===== config.mk =====
export PLATFORM = sky130hd
export DESIGN_NAME = duart_pins
export DESIGN_NICKNAME = d
export VERILOG_FILES = /design/src/duart_pkg.sv /design/src/chan_ctrl_if.sv /design/src/duart_chan.sv /design/src/duart_pins.sv
export VERILOG_INCLUDE_DIRS = /design/src
export SDC_FILE = /design/constraint.sdc
export NUM_CORES = 1
export LEC_CHECK = 0
export ABC_AREA = 0
export BUFFER_PORTS_ARGS = -buffer_cell sky130_fd_sc_hd__buf_2
export CAP_MARGIN = 15
export CORE_UTILIZATION = 52
export DETAILED_ROUTE_END_ITERATION = 7
export GPL_ROUTABILITY_DRIVEN = 0
export GPL_TIMING_DRIVEN = 0
export PLACE_DENSITY = 0.75
export SLEW_MARGIN = 30
export SYNTH_ARGS = -nofsm -noshare
export SYNTH_HDL_FRONTEND = slang
export SYNTH_SLANG_ARGS = --single-unit

===== constraint.sdc =====
create_clock -name clk_sys -period 2.67 [get_ports clk_sys]
set_clock_uncertainty 0.2 [all_clocks]
set_input_delay 0.267 -clock clk_sys [delete_from_list [all_inputs] [get_ports clk_sys]]
set_output_delay 0.267 -clock clk_sys [all_outputs]
set_load 0.05 [all_outputs]

===== src/duart_map.svh =====
// register bit positions, reset values and timing constants for the dual serial pin block
`ifndef DUART_MAP_SVH
`define DUART_MAP_SVH
`define CTRL_DTR_BIT 0
`define CTRL_RTS_BIT 1
`define CTRL_OUT1_BIT 2
`define CTRL_IRQ_EN_BIT 3
`define CTRL_LOOP_BIT 4
`define CTRL_RESET_VAL 8'h00
`define RESET_MIN_NS 40
`define CLK_PERIOD_NS 5
`define RESET_MIN_CYCLES ((`RESET_MIN_NS + `CLK_PERIOD_NS - 1) / `CLK_PERIOD_NS)
`define SERIAL_IDLE 1'b1
`define DIV_RESET_VAL 16'h0001
`endif


===== src/duart_pkg.sv =====
// types shared by the dual serial pin block
package duart_pkg;
    typedef enum logic [1:0] {
        TX_IDLE = 2'b00,
        TX_START = 2'b01,
        TX_DATA = 2'b10,
        TX_STOP = 2'b11
    } tx_state_t;
endpackage


===== src/chan_ctrl_if.sv =====
// per-channel control and status bundle between top and channel
`timescale 1ns/10ps
interface chan_ctrl_if;
    logic [7:0] modem_control_reg;
    logic [15:0] divisor;
    logic tx_load;
    logic [7:0] tx_data;
    logic tx_busy;
    logic rx_valid;
    logic [7:0] rx_data;
    logic irq_event;
    logic in_reset;
    modport top (output modem_control_reg, output divisor, output tx_load, output tx_data, output in_reset,
                 input tx_busy, input rx_valid, input rx_data, output irq_event);
    modport chan (input modem_control_reg, input divisor, input tx_load, input tx_data, input in_reset,
                  output tx_busy, output rx_valid, output rx_data, input irq_event);
endinterface


===== src/duart_chan.sv =====
// one serial channel: transmitter, receiver and pin control
`include "duart_map.svh"
`timescale 1ns/10ps
module duart_chan (
    input wire clk_sys,
    input wire reset_n,
    chan_ctrl_if.chan ctl,
    input wire serial_in,
    output logic serial_out,
    output logic irq_out,
    output logic irq_oe,
    output logic aux_out_two_n,
    output logic request_send_n,
    output logic terminal_ready_n
);
    // ************************************
    // input synchroniser
    // ************************************
    logic rx_meta;
    logic rx_sync;
    always_ff @(posedge clk_sys) begin
        rx_meta <= serial_in;
        rx_sync <= rx_meta;
    end

    // receive held idle during reset, so the line is ignored
    logic rx_line;
    assign rx_line = ctl.in_reset ? `SERIAL_IDLE : rx_sync;

    // ************************************
    // transmitter
    // ************************************
    duart_pkg::tx_state_t tx_state;
    logic [15:0] tx_cnt;
    logic [2:0] tx_bit;
    logic [7:0] tx_shift;
    always_ff @(posedge clk_sys) begin
        if (!reset_n || ctl.in_reset) begin
            tx_state <= duart_pkg::TX_IDLE;
            tx_cnt <= 16'h0000;
            tx_bit <= 3'h0;
            tx_shift <= 8'h00;
            serial_out <= `SERIAL_IDLE;
        end else begin
            unique case (tx_state)
                duart_pkg::TX_IDLE: begin
                    serial_out <= `SERIAL_IDLE;
                    if (ctl.tx_load) begin
                        tx_shift <= ctl.tx_data;
                        tx_cnt <= ctl.divisor;
                        serial_out <= 1'b0;
                        tx_state <= duart_pkg::TX_START;
                    end
                end
                duart_pkg::TX_START, duart_pkg::TX_DATA: begin
                    if (tx_cnt > 16'h0001) begin
                        tx_cnt <= tx_cnt - 16'h0001;
                    end else begin
                        tx_cnt <= ctl.divisor;
                        if (tx_state == duart_pkg::TX_DATA && tx_bit == 3'h7) begin
                            serial_out <= `SERIAL_IDLE; // stop bit
                            tx_state <= duart_pkg::TX_STOP;
                        end else begin
                            if (tx_state == duart_pkg::TX_DATA) begin
                                tx_bit <= tx_bit + 3'h1;
                            end
                            serial_out <= tx_shift[0];
                            tx_shift <= {1'b0, tx_shift[7:1]};
                            tx_state <= duart_pkg::TX_DATA;
                        end
                    end
                end
                duart_pkg::TX_STOP: begin
                    tx_bit <= 3'h0;
                    if (tx_cnt > 16'h0001) begin
                        tx_cnt <= tx_cnt - 16'h0001;
                    end else begin
                        tx_state <= duart_pkg::TX_IDLE;
                    end
                end
            endcase
        end
    end
    assign ctl.tx_busy = (tx_state != duart_pkg::TX_IDLE);

    // ************************************
    // receiver: mid-bit sampling, ignores modem status inputs
    // ************************************
    logic rx_active;
    logic [15:0] rx_cnt;
    logic [3:0] rx_bit;
    logic [7:0] rx_shift;
    always_ff @(posedge clk_sys) begin
        if (!reset_n || ctl.in_reset) begin
            rx_active <= 1'b0;
            rx_cnt <= 16'h0000;
            rx_bit <= 4'h0;
            rx_shift <= 8'h00;
            ctl.rx_valid <= 1'b0;
            ctl.rx_data <= 8'h00;
        end else begin
            ctl.rx_valid <= 1'b0;
            if (!rx_active) begin
                if (!rx_line) begin
                    rx_active <= 1'b1;
                    rx_cnt <= {1'b0, ctl.divisor[15:1]}; // half bit to centre
                    rx_bit <= 4'h0;
                end
            end else if (rx_cnt > 16'h0001) begin
                rx_cnt <= rx_cnt - 16'h0001;
            end else begin
                rx_cnt <= ctl.divisor;
                if (rx_bit == 4'h0 && rx_line) begin
                    rx_active <= 1'b0; // false start, glitch rejected
                end else if (rx_bit == 4'h9) begin
                    rx_active <= 1'b0;
                    if (rx_line) begin
                        ctl.rx_valid <= 1'b1; // framing errors dropped
                        ctl.rx_data <= rx_shift;
                    end
                end else begin
                    if (rx_bit != 4'h0) begin
                        rx_shift <= {rx_line, rx_shift[7:1]};
                    end
                    rx_bit <= rx_bit + 4'h1;
                end
            end
        end
    end

    // ************************************
    // pin control from the modem control register and the irq source
    // ************************************
    // irq drive and aux pin share one bit, so they always move together
    always_ff @(posedge clk_sys) begin
        if (!reset_n || ctl.in_reset) begin
            irq_out <= 1'b0;
            irq_oe <= 1'b0;
            aux_out_two_n <= 1'b1;
            request_send_n <= 1'b1;
            terminal_ready_n <= 1'b1;
        end else begin
            irq_out <= ctl.irq_event;
            irq_oe <= ctl.modem_control_reg[`CTRL_IRQ_EN_BIT];
            aux_out_two_n <= ~ctl.modem_control_reg[`CTRL_IRQ_EN_BIT];
            request_send_n <= ~ctl.modem_control_reg[`CTRL_RTS_BIT];
            terminal_ready_n <= ~ctl.modem_control_reg[`CTRL_DTR_BIT];
        end
    end
endmodule


===== src/duart_pins.sv =====
// two-channel serial pin block: control ports, reset width qualifier and two channels
`include "duart_map.svh"
`timescale 1ns/10ps
module duart_pins #(
    parameter int RESET_CYCLES = `RESET_MIN_CYCLES
) (
    input wire clk_sys,
    input wire reset_n,
    input wire device_reset,
    input wire [1:0] ctrl_write,
    input wire [7:0] ctrl_wdata,
    input wire [1:0] div_write,
    input wire [15:0] div_wdata,
    input wire [1:0] tx_load,
    input wire [7:0] tx_data,
    output logic [1:0] tx_busy,
    output logic [1:0] rx_valid,
    output logic [7:0] chan_a_rx_data,
    output logic [7:0] chan_b_rx_data,
    input wire [1:0] irq_event,
    output logic [7:0] chan_a_modem_control_reg,
    output logic [7:0] chan_b_modem_control_reg,
    input wire chan_a_serial_in,
    output logic chan_a_serial_out,
    input wire chan_b_serial_in,
    output logic chan_b_serial_out,
    output logic chan_a_irq_out,
    output logic chan_a_irq_oe,
    output logic chan_b_irq_out,
    output logic chan_b_irq_oe,
    output logic chan_a_aux_out_two_n,
    output logic chan_b_aux_out_two_n,
    output logic chan_a_request_send_n,
    output logic chan_a_terminal_ready_n,
    output logic chan_b_request_send_n,
    output logic chan_b_terminal_ready_n,
    input wire chan_a_clear_send_n,
    input wire chan_a_set_ready_n,
    input wire chan_a_carrier_n,
    input wire chan_a_ring_n,
    input wire chan_b_clear_send_n,
    input wire chan_b_set_ready_n,
    input wire chan_b_carrier_n,
    input wire chan_b_ring_n,
    output logic [3:0] chan_a_modem_status_n,
    output logic [3:0] chan_b_modem_status_n
);
    // ************************************
    // device reset pin: synchronise and qualify its width
    // ************************************
    logic rst_meta;
    logic rst_sync;
    logic [7:0] rst_cnt;
    logic in_reset;
    always_ff @(posedge clk_sys) begin
        rst_meta <= device_reset;
        rst_sync <= rst_meta;
    end
    // short pulses are filtered; only a held pulse clears the channels
    always_ff @(posedge clk_sys) begin
        if (!reset_n) begin
            rst_cnt <= 8'h00;
            in_reset <= 1'b0;
        end else if (rst_sync) begin
            if (rst_cnt < 8'(RESET_CYCLES)) begin
                rst_cnt <= rst_cnt + 8'h01;
            end else begin
                in_reset <= 1'b1;
            end
        end else begin
            rst_cnt <= 8'h00;
            in_reset <= 1'b0;
        end
    end

    // ************************************
    // modem status inputs: general-purpose only, never fed to serial paths
    // ************************************
    logic [3:0] sta_meta;
    logic [3:0] stb_meta;
    always_ff @(posedge clk_sys) begin
        sta_meta <= {chan_a_ring_n, chan_a_carrier_n, chan_a_set_ready_n, chan_a_clear_send_n};
        stb_meta <= {chan_b_ring_n, chan_b_carrier_n, chan_b_set_ready_n, chan_b_clear_send_n};
        chan_a_modem_status_n <= sta_meta;
        chan_b_modem_status_n <= stb_meta;
    end

    // ************************************
    // per-channel control registers
    // ************************************
    chan_ctrl_if ca ();
    chan_ctrl_if cb ();
    logic [15:0] div_a;
    logic [15:0] div_b;
    always_ff @(posedge clk_sys) begin
        if (!reset_n || in_reset) begin
            chan_a_modem_control_reg <= `CTRL_RESET_VAL;
            chan_b_modem_control_reg <= `CTRL_RESET_VAL;
        end else begin
            if (ctrl_write[0]) begin
                chan_a_modem_control_reg <= ctrl_wdata;
            end
            if (ctrl_write[1]) begin
                chan_b_modem_control_reg <= ctrl_wdata;
            end
        end
    end
    always_ff @(posedge clk_sys) begin
        if (!reset_n || in_reset) begin
            div_a <= `DIV_RESET_VAL;
            div_b <= `DIV_RESET_VAL;
        end else begin
            if (div_write[0]) begin
                div_a <= div_wdata;
            end
            if (div_write[1]) begin
                div_b <= div_wdata;
            end
        end
    end

    // channel bundles: each channel sees its own controls plus the shared tx_data and in_reset
    assign ca.modem_control_reg = chan_a_modem_control_reg;
    assign ca.divisor = div_a;
    assign ca.tx_load = tx_load[0];
    assign ca.tx_data = tx_data;
    assign ca.in_reset = in_reset;
    assign ca.irq_event = irq_event[0];
    assign cb.modem_control_reg = chan_b_modem_control_reg;
    assign cb.divisor = div_b;
    assign cb.tx_load = tx_load[1];
    assign cb.tx_data = tx_data;
    assign cb.in_reset = in_reset;
    assign cb.irq_event = irq_event[1];
    assign tx_busy = {cb.tx_busy, ca.tx_busy};
    assign rx_valid = {cb.rx_valid, ca.rx_valid};
    assign chan_a_rx_data = ca.rx_data;
    assign chan_b_rx_data = cb.rx_data;

    // ************************************
    // two independent channels
    // ************************************
    duart_chan u_chan_a (
        .clk_sys(clk_sys),
        .reset_n(reset_n),
        .ctl(ca.chan),
        .serial_in(chan_a_serial_in),
        .serial_out(chan_a_serial_out),
        .irq_out(chan_a_irq_out),
        .irq_oe(chan_a_irq_oe),
        .aux_out_two_n(chan_a_aux_out_two_n),
        .request_send_n(chan_a_request_send_n),
        .terminal_ready_n(chan_a_terminal_ready_n)
    );
    duart_chan u_chan_b (
        .clk_sys(clk_sys),
        .reset_n(reset_n),
        .ctl(cb.chan),
        .serial_in(chan_b_serial_in),
        .serial_out(chan_b_serial_out),
        .irq_out(chan_b_irq_out),
        .irq_oe(chan_b_irq_oe),
        .aux_out_two_n(chan_b_aux_out_two_n),
        .request_send_n(chan_b_request_send_n),
        .terminal_ready_n(chan_b_terminal_ready_n)
    );
endmodule


==> reports/results.txt <==
status -> finished with violations
failing checks -> negative setup slack
relative max-transition margin -> 46.9%
placed cell count -> 1514
worst setup margin -> -0.234 ns
Post-DRT Antenna Nets -> 0
DRC errors left -> 0
critical path fanouts, max -> 8
CP endpoint kind -> flip-flop
WL per Instance -> 18.3 um
Ports -> 109
Avg Vias per Cell -> 5.93
max frequency -> 0.344 GHz
final period utilization -> 109%
Clock Tree Root -> clkbuf_16
Clk Latency, worst-skew pair -> 0.52 ns
final setup violating endpoints -> 52
worst-case clock buffer depth -> 3
VDD IR-drop max -> 871 uV
Synth Area in Compound Gates -> 15.5%
CP peak stage delay -> 0.56 ns
simple-gate share of the synthesized area -> 18.7%
EDFF count, synth -> 0
P_leak -> 5.73 nW
Seq/Total Area, Yosys -> 43.9%
Worst Path Buf+Inv -> 1
hold path depth -> 4
Starting DRT DRC Count -> 918
max-slew violations -> 0
via count -> 9685
largest family of logic cells by synthesized area -> simple AND/OR/NAND/NOR gates
Core Util, Final -> 70.7%
Final Hold Fails -> 0
CP max-delay cell -> or4_4
core area -> 19000 sq um
number of global-route vias before repair -> 9273
startpoint types -> flip-flop
Mean Syn Cell Area -> 8.92 sq um
RSZ-0062 raised after global routing -> true
min Tclk post-route -> 2.90 ns
synth unique cells -> 57
layout cell share with drive strength beyond 1 -> 24.5%
synthesized cell area -> 10300 sq um
Main synth FF type -> dfxtp_1
CTS buffer count -> 24
syn nets -> 1227
delay-heaviest family, CP -> simple AND/OR/NAND/NOR gates
worst path cell trace -> or4_4, or4_4, or4_4, nor3_4, buf_12, mux2i_4, nor2_1
Hold Path Class -> in -> reg
Yosys Warn Count -> 0
grt total ovfl -> 0
Die Span Y -> 142 um
row count -> 50
CTS tree -> yes
die area -> 20300 sq um
clock sink count -> 225
Post-synth ARST share -> 0%
Cell Count, Final, Fillers Out -> 1633
first-pass GRT wire length -> 47.0 mm
Post-Route WL -> 29.9 mm
commonest non-fill, non-tap cell in the layout -> dfxtp_1
Max-Cap Viols -> 0
Design Area, Final -> 13400 sq um
gr usage total -> 28.8%
most used cell, CP -> or4_4
Nets -> 1433
Initial Util -> 53.9%
CTS H-tree lvls -> 1
HPWL Detailed -> 19.4 mm
Syn Inst Count -> 1149
CP arrival -> 3.09 ns
flops & latches, synth -> 225
Setup Crit Path Kind -> reg -> reg
share of synthesized area spent on multiplexers -> 12.8%
Die X -> 142 um
commonest non-fill, non-tap cells in the layout -> 218 x dfxtp_1, 182 x nor2_1, 108 x mux2i_1
Adder-Cell Fraction of Synth Area -> 3.05%
Initial DRT Pass Iterations -> 6
antenna violations before repair -> 1
area delta synth->final -> 31.1%
power density cells -> 990 nW/um^2
CP required -> 2.85 ns
Cell Area, Placed -> 11200 sq um
R2R depth -> 7
measured slew at the worst slew-check pin -> 0.797 ns
pin count of the biggest net entering global routing -> 16
Synth Area in XOR/XNOR -> 2.22%
buffers added on ports -> 104
Clock transition at path regs -> 0.06 ns
Crit path depth -> 7
==> logic make-up (layout without fill, tap and decap cells) <==
logic type,Yosys count,in the layout
DFF,225,225
AOI/OAI and AO/OA,231,231
and+or+nand+nor,414,414
buffers and inverters,99,322
xor gates and xnor gates,26,26
adders and majority gates,25,25
muxes,129,129
other,0,1
==> where the power goes <==
group | switching [mW] | internal [mW]
Combinational | 3.43 | 2.35
Sequential | 0.416 | 3.77
Clock | 1.36 | 1.96
==> per-stage QoR <==
stage	setup WS [ns]	total power [mW]	setup TNS (ns)	hold slack [ns]
finish	-0.234	13.3	-6.98	0.0468
global route	-0.336	14.0	-11.29	0.0422
floorplan	-0.265	7.67	-4.28	0.0947
CTS	-0.183	12.7	-5.70	0.0109
detailed placement	-0.676	8.74	-38.22	0.114
global placement	-0.576	8.60	-36.67	0.110
==> cell type report <==
type | instances | area [sq um]
inverter | 26 | 97.6
fill | 1430 | 5580
sequential | 225 | 4520
timing repair buffer | 195 | 1450
antenna | 1 | 2.50
clock inverter | 10 | 119
multi-input combinational | 825 | 5910
tap | 260 | 325
buffer | 58 | 338
clock buffer | 33 | 674
==> what timing repair did <==
| item | CTS | global route |
|---|---|---|
| resized for setup | 90 | 119 |
| setup buffers | 28 | 11 |
| endpoints found under the setup margin | 123 | 167 |
| pin swaps | 40 | 38 |
| gates cloned | 2 | 2 |
| hold buffers | 48 | 0 |
| endpoints found under the hold margin | 87 | 0 |
==> per-layer routing <==
layer	track usage (%)	share of wire [%]	vias to the layer above
met2	46.8	46	492
met1	37.8	42	4558
met4	10.9	3.2	0
met3	5.35	8.3	86
li1	-	-	4549
met5	0	0	-
==> path summary, 6_finish.rpt <==
check | to | from | slack, ns
setup / recovery | u_chan_b.rx_shift[5]$_SDFFE_PP0P_ | u_chan_b.rx_cnt[9]$_SDFFE_PP0P_ | -0.23
hold / removal | u_chan_a.tx_state[0]$_SDFFE_PP0P_ | tx_load[0] | 0.05
setup reg to reg | u_chan_b.rx_shift[5]$_SDFFE_PP0P_ | u_chan_b.rx_cnt[9]$_SDFFE_PP0P_ | -0.23
hold reg to reg | u_chan_b.rx_sync$_DFF_P_ | u_chan_b.rx_meta$_DFF_P_ | 0.13
==> Yosys cell counts, drive strengths merged, types with 6 or more instances <==
cell type  number  area (sq um)
dfxtp         225          4500
nor2          194           728
mux2i         113          1130
nand2          83           312
clkbuf         61           229
o21ai          54           270
a21oi          43           215
nor3           34           193
ha             25           313
a211oi         24           180
inv            24          90.1
xor2           21           184
nand3          18          90.1
nor4           18           125
mux2           16           180
a32o           14           140
o31ai          14           110
or4            14           120
a311oi         12           105
buf            12          62.6
o32ai          11          96.3
and2           10          62.6
nand2b         10          62.6
a22oi           9          67.6
o22ai           7          43.8
a31oi           6          37.5
a32oi           6          52.6
and3            6          37.5
nor2b           6          37.5
o41ai           6          52.6
or3             6          37.5
==> tightest hold or removal path, cell delays in order <==
cell and delay, ns:
buf_2 0.09, nor2_1 0.09, nor2_1 0.17, a211oi_1 0.10
Note: power is estimated with default switching activity, not from simulation.
